[config.mk]
export PLATFORM = sky130hd
export DESIGN_NAME = afc_ctrl
export DESIGN_NICKNAME = d
export VERILOG_FILES = /design/src/verilog/afc_pkg.sv /design/src/verilog/afc_ctrl.sv /design/src/verilog/afc_sync.sv
export VERILOG_INCLUDE_DIRS = /design/src /design/src/verilog
export SDC_FILE = /design/constraint.sdc
export NUM_CORES = 1
export LEC_CHECK = 0
export ABC_AREA = 1
export BUFFER_PORTS_ARGS = -buffer_cell sky130_fd_sc_hd__buf_2
export CAP_MARGIN = 20
export CORE_MARGIN = 2
export CORE_UTILIZATION = 34
export DETAILED_ROUTE_END_ITERATION = 10
export GPL_ROUTABILITY_DRIVEN = 0
export SYNTH_ARGS = -nofsm -noshare
export SYNTH_HDL_FRONTEND = slang
export SYNTH_SLANG_ARGS = --single-unit
[constraint.sdc]
create_clock -name ref_clk_i -period 3.7 [get_ports ref_clk_i]
set_input_delay 0.925 -clock ref_clk_i [delete_from_list [all_inputs] [get_ports ref_clk_i]]
set_output_delay 0.925 -clock ref_clk_i [all_outputs]
set_load 0.02 [all_outputs]
[src/verilog/afc_defines.svh]
// Purpose: timing counts and field positions for the flash write controller
// Assumes: 50 MHz reference clock, 20 ns period
// Notes:   times in their own unit, cycle counts derived and rounded
`ifndef AFC_DEFINES_SVH
`define AFC_DEFINES_SVH

`define AFC_CLK_NS          20
// Least times round up
`define AFC_WP_NS           60
`define AFC_WP_CYC          ((`AFC_WP_NS + `AFC_CLK_NS - 1) / `AFC_CLK_NS)
`define AFC_WPH_NS          30
`define AFC_WPH_CYC         ((`AFC_WPH_NS + `AFC_CLK_NS - 1) / `AFC_CLK_NS)
`define AFC_WREC_NS         35
`define AFC_AVQV_NS         75
`define AFC_WREC_CYC        ((`AFC_WREC_NS + `AFC_AVQV_NS + `AFC_CLK_NS - 1) / `AFC_CLK_NS)
// Access time plus one cycle for the second synchroniser stage
`define AFC_RD_CYC          ((`AFC_AVQV_NS + `AFC_CLK_NS - 1) / `AFC_CLK_NS + 1)
`define AFC_STSLOW_NS       500
`define AFC_STSLOW_CYC      ((`AFC_STSLOW_NS + `AFC_CLK_NS - 1) / `AFC_CLK_NS)
`define AFC_RSTLOW_US       25
`define AFC_PWRUP_US        60
`define AFC_RSTLOW_CYC      ((`AFC_PWRUP_US * 1000 + `AFC_CLK_NS - 1) / `AFC_CLK_NS)
`define AFC_RECOV_NS        210
`define AFC_RECOV_CYC       ((`AFC_RECOV_NS + `AFC_CLK_NS - 1) / `AFC_CLK_NS)
`define AFC_SUSP_GAP_US     475
`define AFC_SUSP_GAP_CYC    ((`AFC_SUSP_GAP_US * 1000 + `AFC_CLK_NS - 1) / `AFC_CLK_NS)
// Timeout maxima, longest time rounds down
`define AFC_TO_BUF_US       654
`define AFC_TO_WORD_US      175
`define AFC_TO_LOCK_US      60
`define AFC_TO_SUSP_US      20
`define AFC_TO_BLK_MS       2400
`define AFC_TO_CLR_MS       700
`define AFC_TO_ERASE_MS     4000
// Divide first so the second-long limits stay inside 32 bits
`define AFC_US_CYC(x)       ((x) * (1000 / `AFC_CLK_NS))
`define AFC_MS_CYC(x)       ((x) * (1000000 / `AFC_CLK_NS))
// Status word error bits that must be clear
`define AFC_SR_ERR_MASK     8'h3A
`define AFC_SR_READY_BIT    7

`endif

[src/verilog/afc_pkg.sv]
// Purpose: types for the flash write controller
// Assumes: none
// Notes:   counts live in afc_defines.svh
`default_nettype none
package afc_pkg;
	typedef enum logic [1:0] {
		AFC_OP_WRITE,
		AFC_OP_READ,
		AFC_OP_WAIT
	} afc_op_e;

	typedef enum logic [2:0] {
		AFC_TO_BUF,
		AFC_TO_WORD,
		AFC_TO_BLOCK,
		AFC_TO_LOCK,
		AFC_TO_CLR,
		AFC_TO_ERASE,
		AFC_TO_SUSP
	} afc_to_e;

	typedef logic [31:0] afc_cnt_t;
endpackage : afc_pkg
`default_nettype wire

[src/verilog/afc_ctrl.sv]
// Purpose: host controller pacing writes, reads, resets and suspends to a parallel flash
// Assumes: flash status pin in ready/busy mode; 16-bit data bus
// Notes:   all pin outputs are registered
`timescale 1ns/1ps
`default_nettype none
`include "afc_defines.svh"
module afc_ctrl
	import afc_pkg::*;
#(
	parameter int RST_CYC  = `AFC_RSTLOW_CYC,
	parameter int GAP_CYC  = `AFC_SUSP_GAP_CYC,
	parameter int TO_SCALE = 1
) (
	input  wire logic        ref_clk_i,
	input  wire logic        rst_n_i,
	input  wire logic        req_valid_i,
	input  wire afc_op_e     req_op_i,
	input  wire afc_to_e     req_to_i,
	input  wire logic        req_suspend_i,
	input  wire logic        req_resume_i,
	input  wire logic        req_program_enable_supply_i,
	input  wire logic [22:0] req_addr_i,
	input  wire logic [15:0] req_wdata_i,
	input  wire logic        flash_reset_i,
	output logic             req_ready_o,
	output logic             rsp_valid_o,
	output logic [15:0]      rsp_rdata_o,
	output logic             rsp_error_o,
	output logic             rsp_timeout_o,
	output logic [2:0]       chip_select_group_n_o,
	output logic             we_n_o,
	output logic             oe_n_o,
	output logic             reset_powerdown_n_o,
	output logic             program_enable_supply_o,
	output logic [22:0]      addr_o,
	output logic [15:0]      dq_o,
	output logic             dq_oe_o,
	input  wire logic [15:0] dq_i,
	input  wire logic        status_pin_i
);
	typedef enum logic [3:0] {
		ST_RESET, ST_RECOV, ST_IDLE, ST_WR_PULSE, ST_WR_HIGH,
		ST_RD_WAIT, ST_BUSY_ARM, ST_BUSY, ST_DONE
	} afc_st_e;

	afc_st_e     st_q;
	afc_cnt_t    cnt_q;
	afc_cnt_t    to_q;
	afc_cnt_t    gap_q;
	logic        after_wr_q;
	logic        low_seen_q;
	logic [15:0] dq_s;
	logic        sts_s;
	afc_cnt_t    rd_lim_s;

	function automatic afc_cnt_t to_limit(input afc_to_e k);
		unique case (k)
			AFC_TO_BUF:   to_limit = `AFC_US_CYC(`AFC_TO_BUF_US);
			AFC_TO_WORD:  to_limit = `AFC_US_CYC(`AFC_TO_WORD_US);
			AFC_TO_BLOCK: to_limit = `AFC_MS_CYC(`AFC_TO_BLK_MS);
			AFC_TO_LOCK:  to_limit = `AFC_US_CYC(`AFC_TO_LOCK_US);
			AFC_TO_CLR:   to_limit = `AFC_MS_CYC(`AFC_TO_CLR_MS);
			AFC_TO_ERASE: to_limit = `AFC_MS_CYC(`AFC_TO_ERASE_MS);
			default:      to_limit = `AFC_US_CYC(`AFC_TO_SUSP_US);
		endcase
	endfunction : to_limit

	afc_sync #(.W(17)) u_sync (
		.ref_clk_i (ref_clk_i),
		.rst_n_i   (rst_n_i),
		.d_i       ({status_pin_i, dq_i}),
		.q_o       ({sts_s, dq_s})
	);

	// Access time always, write recovery on top after a write
	assign rd_lim_s = after_wr_q ? afc_cnt_t'(`AFC_WREC_CYC - 1)
	                             : afc_cnt_t'(`AFC_RD_CYC - 1);

	// ------------------------------------------------------------
	// Sequencer
	// ------------------------------------------------------------
	always_ff @(posedge ref_clk_i) begin
		if (!rst_n_i) begin
			st_q       <= ST_RESET;
			cnt_q      <= '0;
			after_wr_q <= 1'b0;
			low_seen_q <= 1'b0;
		end else if (flash_reset_i && st_q != ST_RESET) begin
			st_q  <= ST_RESET;
			cnt_q <= '0;
		end else begin
			unique case (st_q)
				ST_RESET: begin
					// One count covers both pulse width and power-up hold
					if (cnt_q >= afc_cnt_t'(RST_CYC - 1)) begin
						st_q  <= ST_RECOV;
						cnt_q <= '0;
					end else begin
						cnt_q <= cnt_q + 32'h1;
					end
				end
				ST_RECOV: begin
					if (cnt_q >= afc_cnt_t'(`AFC_RECOV_CYC - 1)) begin
						st_q <= ST_IDLE;
					end else begin
						cnt_q <= cnt_q + 32'h1;
					end
				end
				ST_IDLE: begin
					cnt_q <= '0;
					if (req_valid_i) begin
						if (req_op_i == AFC_OP_WRITE) begin
							st_q <= ST_WR_PULSE;
						end else if (req_op_i == AFC_OP_READ) begin
							// Data must pass the synchroniser before capture
							st_q <= ST_RD_WAIT;
						end else begin
							st_q       <= ST_BUSY_ARM;
							low_seen_q <= 1'b0;
						end
					end
				end
				ST_WR_PULSE: begin
					if (cnt_q >= afc_cnt_t'(`AFC_WP_CYC - 1)) begin
						st_q  <= ST_WR_HIGH;
						cnt_q <= '0;
					end else begin
						cnt_q <= cnt_q + 32'h1;
					end
				end
				ST_WR_HIGH: begin
					if (cnt_q >= afc_cnt_t'(`AFC_WPH_CYC - 1)) begin
						st_q       <= ST_DONE;
						after_wr_q <= 1'b1;
					end else begin
						cnt_q <= cnt_q + 32'h1;
					end
				end
				ST_RD_WAIT: begin
					if (cnt_q >= rd_lim_s) begin
						st_q       <= ST_DONE;
						after_wr_q <= 1'b0;
					end else begin
						cnt_q <= cnt_q + 32'h1;
					end
				end
				ST_BUSY_ARM: begin
					// Device may take 500 ns to pull status low; a seen low ends the wait
					if (!sts_s) begin
						low_seen_q <= 1'b1;
					end
					if (low_seen_q || cnt_q >= afc_cnt_t'(`AFC_STSLOW_CYC)) begin
						st_q <= ST_BUSY;
					end else begin
						cnt_q <= cnt_q + 32'h1;
					end
				end
				ST_BUSY: begin
					if (sts_s || to_q == '0) begin
						st_q <= ST_DONE;
					end
				end
				ST_DONE: begin
					st_q <= ST_IDLE;
				end
			endcase
		end
	end

	// ------------------------------------------------------------
	// Timeout, maxima used only as error limits
	// ------------------------------------------------------------
	always_ff @(posedge ref_clk_i) begin
		if (!rst_n_i) begin
			to_q <= '0;
		end else if (st_q == ST_IDLE && req_valid_i && req_op_i == AFC_OP_WAIT) begin
			to_q <= to_limit(req_to_i) / afc_cnt_t'(TO_SCALE);
		end else if ((st_q == ST_BUSY || st_q == ST_BUSY_ARM) && to_q != '0) begin
			to_q <= to_q - 32'h1;
		end
	end

	// ------------------------------------------------------------
	// Suspend spacing after a resume
	// ------------------------------------------------------------
	always_ff @(posedge ref_clk_i) begin
		if (!rst_n_i) begin
			gap_q <= '0;
		end else if (st_q == ST_IDLE && req_valid_i && req_resume_i) begin
			gap_q <= afc_cnt_t'(GAP_CYC);
		end else if (gap_q != '0) begin
			gap_q <= gap_q - 32'h1;
		end
	end

	// ------------------------------------------------------------
	// Pins and answer, all registered
	// ------------------------------------------------------------
	always_ff @(posedge ref_clk_i) begin
		if (!rst_n_i) begin
			chip_select_group_n_o   <= 3'h7;
			we_n_o                  <= 1'b1;
			oe_n_o                  <= 1'b1;
			reset_powerdown_n_o     <= 1'b0;
			program_enable_supply_o <= 1'b0;
			addr_o                  <= '0;
			dq_o                    <= '0;
			dq_oe_o                 <= 1'b0;
			req_ready_o             <= 1'b0;
			rsp_valid_o             <= 1'b0;
			rsp_rdata_o             <= '0;
			rsp_error_o             <= 1'b0;
			rsp_timeout_o           <= 1'b0;
		end else begin
			reset_powerdown_n_o <= (st_q != ST_RESET) && !flash_reset_i;
			rsp_valid_o         <= (st_q == ST_DONE);
			req_ready_o         <= (st_q == ST_IDLE) && !req_valid_i;
			if (st_q == ST_IDLE && req_valid_i) begin
				addr_o <= req_addr_i;
				dq_o   <= req_wdata_i;
				// Raise supply with the request; drop only once a status read is clean
				if (req_program_enable_supply_i) begin
					program_enable_supply_o <= 1'b1;
				end
				rsp_error_o   <= req_suspend_i && (gap_q != '0);
				rsp_timeout_o <= 1'b0;
			end
			// Both strobes framed together; one edge pair suffices
			if (st_q == ST_IDLE && req_valid_i && req_op_i == AFC_OP_WRITE &&
			    !(req_suspend_i && gap_q != '0)) begin
				chip_select_group_n_o <= 3'h0;
				we_n_o                <= 1'b0;
				oe_n_o                <= 1'b1;
				dq_oe_o               <= 1'b1;
			end else if (st_q == ST_WR_PULSE && cnt_q >= afc_cnt_t'(`AFC_WP_CYC - 1)) begin
				chip_select_group_n_o <= 3'h7;
				we_n_o                <= 1'b1;
			end else if (st_q == ST_WR_HIGH && cnt_q >= afc_cnt_t'(`AFC_WPH_CYC - 1)) begin
				dq_oe_o <= 1'b0;
			end
			if (st_q == ST_IDLE && req_valid_i && req_op_i == AFC_OP_READ) begin
				chip_select_group_n_o <= 3'h0;
				we_n_o                <= 1'b1;
				oe_n_o                <= after_wr_q;
			end else if (st_q == ST_RD_WAIT) begin
				oe_n_o <= 1'b0;
			end
			if (st_q == ST_DONE && !oe_n_o) begin
				rsp_rdata_o           <= dq_s;
				chip_select_group_n_o <= 3'h7;
				oe_n_o                <= 1'b1;
				if ((dq_s[7:0] & `AFC_SR_ERR_MASK) == 8'h00 && dq_s[`AFC_SR_READY_BIT]) begin
					program_enable_supply_o <= 1'b0;
				end
			end
			if (st_q == ST_BUSY && !sts_s && to_q == '0) begin
				rsp_timeout_o <= 1'b1;
			end
			if (st_q == ST_RESET) begin
				chip_select_group_n_o <= 3'h7;
				we_n_o                <= 1'b1;
				oe_n_o                <= 1'b1;
				dq_oe_o               <= 1'b0;
			end
		end
	end
endmodule : afc_ctrl
`default_nettype wire

[src/verilog/afc_sync.sv]
// Purpose: two flip-flop synchroniser for pin inputs
// Assumes: one clock domain
// Notes:   first stage feeds only the second
`timescale 1ns/1ps
`default_nettype none
module afc_sync #(
	parameter int W = 1
) (
	input  wire logic         ref_clk_i,
	input  wire logic         rst_n_i,
	input  wire logic [W-1:0] d_i,
	output logic      [W-1:0] q_o
);
	logic [W-1:0] meta_q;

	always_ff @(posedge ref_clk_i) begin
		if (!rst_n_i) begin
			meta_q <= '0;
			q_o    <= '0;
		end else begin
			meta_q <= d_i;
			q_o    <= meta_q;
		end
	end
endmodule : afc_sync
`default_nettype wire

==> summary.md <==
| Metric | Value |
|---|---|
| Post-synthesis mux area share | `0%` |
| Highest-count cells in the layout ignoring fill and taps | `nand2_1, nor2_1, dfxtp_1, buf_2, inv_1` |
| DR pass1 iterations | `5` |
| Maximum vdd drop | `around 0.32 mV` |
| 1st-iter DRT viols | `between 500 and 600` |
| Initial Util | `around 34%` |
| Setup violations, final | `0` |
| Vias | `roughly 8700` |
| Root Driver | `clkbuf_16` |
| Total CTS buffers | `23` |
| Pleak | `approximately 5.4 nW` |
| Pwr/cell area | `~720 nW/um^2` |
| ANT nets after route | `0` |
| Status | `complete, no violations` |
| Post-Synth Adder-Cell Area | `0.9275%` |
| Endpoints failing hold | `0` |
| Die extent in y | `about 170 microns` |
| Clock Skews | `7.768 ps` |
| Mapped cell area | `~9400 sq um` |
| Worst Setup EP | `cnt_q[10]` |
| Synthesis-to-finish area growth | `18.52%` |
| Mapped Cells | `approximately 1400` |
| Max Cap Viol | `0` |
| Nets | `roughly 1600` |
| Row cnt | `slightly above 60` |
| R2R depth | `10` |
| Die width | `between 150 and 200 microns` |
| Filler cells | `between 2000 and 3000` |
| First-pass GRT wire length | `39460 microns` |
| R2R Path End | `cnt_q[10]` |
| Post-synthesis simple-gate area fraction | `between 30% and 40%` |
| Top delay family on crit path | `simple AND/OR/NAND/NOR gates` |
| Yosys Warn Count | `0` |
| CP max stage cell | `nand3_2` |
| Number of global-route vias before repair | `roughly 8100` |
| CTS H-tree depth | `1` |
| Synth Area in Compound Gates | `approximately a tenth` |
| Worst EP required | `a little over 4000 ps` |
| Stages on worst setup path | `10` |
| Antenna violations before repair | `2` |
| Main combinational cell family by area after synthesis | `simple AND/OR/NAND/NOR gates` |
| CTS Buffer Depth | `3` |
| Setup tns final | `0 ps` |
| DP Area | `approximately 10000 sq um` |
| Sequence of cells on the critical path | `inv_1 -> ha_1 -> nand4_1 -> nor2_1 -> nand2_1 -> nand3_1 -> nand2_1 -> nand3_2 -> nand2_1 -> a21oi_1` |
| Synth Register Bits | `~200` |
| Crit path from | `cnt_q[0]` |
| XOR/XNOR Fraction of Synth Area | `roughly 4.4%` |
| CTS tree | `yes` |
| Unrepaired setup endpoints after global routing | `false` |
| Post-layout min period | `approximately 2500 ps` |
| Clock Sink Count | `201` |
| Worst setup EP type | `flip-flop` |
| WS Path Type | `reg -> reg` |
| Post-synth top area cell | `dfxtp_1` |
| CP bufs+invs | `1` |
| CTS Hold Buffers Added | `0` |
| Post-cts sizing count | `0` |
| Flop-to-flop setup slack | `1170 ps` |
| Total Power | `8.024 mW` |
| WL final | `24230 microns` |
| Post-route clock period utilization | `68.47%` |
| Synth top area cells | `dfxtp_1, nand2_1, nor2_1, a21oi_1, inv_1` |
| Slew Viols, Final | `0` |
| Clock transition at path regs | `60 ps` |
| Fraction of layout cells with a size suffix above 1 | `15.52%` |
| Total congestion overflow | `0` |
| Avg WL per Cell | `between 10 and 15 microns` |
| CORE AREA | `around 28000 sq um` |
| Fin area | `approximately 11000 sq um` |
| Arrival time worst endpoint | `2890 ps` |
| DRC | `0` |
| Max stage delay on crit path | `between 500 and 600 ps` |
| CP startpoint kind | `flip-flop` |
| Syn_area_per_cell | `a little under 7 sq um` |
| Hold WC Path Type | `reg -> reg` |
| Most frequent CP cell | `nand2_1` |
| Synthesized Nets | `about 1400` |
| Max Fclk | `394.8 MHz` |
| Worst slew pin tran | `928.8 ps` |
| Top cell type's share of synthesized area | `42.61%` |
| Seq/Total Area, Yosys | `a little over two fifths` |
| Hpwl dp | `16960 microns` |
| I/O Buffers | `between 100 and 150` |
| DR vias/cell | `between 4 and 5` |
| Die area | `roughly 29000 sq um` |
| Unique masters post-synth | `37` |
| Commonest non-fill, non-tap cell in the layout | `nand2_1` |
| Slew HR | `between 30% and 40%` |
| Crit path max fanout | `32` |
| # IOs | `approximately 140` |
| Total track usage | `between 10% and 20%` |
| Largest net degree at the start of global routing | `between 50 and 60` |
| Reg2reg start | `cnt_q[0]` |
| Worst-skew pair later-pin latency | `~500 ps` |
| Setup Buffers After CTS | `0` |
-- kinds of logic (layout without fill, tap and decap cells) --
family,after synthesis,after routing
compound gates,181,181
xor+xnor,47,47
fa+ha+maj,7,7
buf+inv,180,311
flops,201,201
other cells,0,2
simple gates,754,754
-- how the worst min path moves through the flow --
stage                     end  cells past startpoint               from
6_report        u_sync.q_o[3]                      2   u_sync.meta_q[3]
5_1_grt         u_sync.q_o[2]                      2   u_sync.meta_q[2]
4_1_cts         u_sync.q_o[3]                      2   u_sync.meta_q[3]
3_5_place_dp    u_sync.q_o[3]                      2   u_sync.meta_q[3]
3_3_place_gp   u_sync.q_o[10]                      2  u_sync.meta_q[10]
2_1_floorplan   u_sync.q_o[0]                      2   u_sync.meta_q[0]
-- cell usage after synthesis --
cell,instances
a211oi_1,1
a21oi_1,91
a31oi_1,12
buf_2,15
buf_4,8
buf_6,7
clkbuf_1,23
dfxtp_1,201
ha_1,7
inv_1,118
inv_2,8
inv_4,1
nand2_1,341
nand2_2,7
nand2_4,2
nand3_1,77
nand3_2,4
nand3b_1,3
nand4_1,16
nand4_4,1
nor2_1,255
nor2_2,15
nor2_4,6
nor2_8,1
nor3_1,19
nor3_2,1
nor4_1,1
o2111ai_1,2
o211ai_1,3
o21a_1,1
o21ai_0,53
o21ai_1,17
o22ai_1,1
or2_2,4
or4_1,1
xnor2_1,19
xor2_1,28
-- metal layers --
metal / GRT usage [%] / wire [microns] / up-vias
met3: 3.123 / 1100 / 39
li1: - / - / 4570
met5: 0 / 0 / -
met4: 4.496 / 515 / 0
met1: 21.85 / 11440 / 3946
met2: 26.67 / 11170 / 150
-- power breakdown --
| group | switching, mW | internal (mW) |
|---|---|---|
| clock | 0.932 | 1.52 |
| combinational | 1.90 | 1.04 |
| sequential | 0.213 | 2.41 |
-- flip-flops by register name, summed over array words and instances (netlist names) --
name,count
rsp_valid_o,1
dq_oe_o,1
cnt_q,32
chip_select_group_n_o,1
st_q,4
program_enable_supply_o,1
addr_o,23
rsp_timeout_o,1
req_ready_o,1
reset_powerdown_n_o,1
we_n_o,1
oe_n_o,1
rsp_error_o,1
rsp_rdata_o,16
gap_q,32
low_seen_q,1
to_q,32
after_wr_q,1
dq_o,16
u_sync.meta_q,17
u_sync.q_o,17
-- stage by stage --
| stage | hold slack, ps | setup WS (ps) | utilization, % | instances |
|---|---|---|---|---|
| final | 408.7 | 1167 | 40.62 | 1881 |
| after global routing | 429.8 | 823.9 | 40.62 | 1881 |
| after CTS | 408.9 | 1156 | 40.60 | 1879 |
| after detailed placement | 398.3 | 1163 | 37.60 | 1837 |
| after global placement | 393.9 | 1230 | 37.60 | 1837 |
| after floorplan | 390.5 | 1943 | - | 1370 |
-- layout make-up --
cell class                 instances  area, sq um  share of cell area (%)
multi-input combinational        989         4639                   41.45
sequential                       201         4024                   35.95
timing repair buffer             142        743.2                   6.641
clock buffer                      30        651.9                   5.824
inverter                         127        479.2                   4.282
tap                              378        473.0                   4.226
clock inverter                    12        176.4                   1.576
antenna                            2        5.005                 0.04472
-- worst register-to-register path, stage by stage, from the launching register on --
cell     delay, ps
dfxtp_1        400
inv_1          120
ha_1           300
nand4_1         90
nor2_1          40
nand2_1         70
nand3_1         80
nand2_1        380
nand3_2        590
nand2_1        220
a21oi_1         90
(Power assumes the default switching activity.)
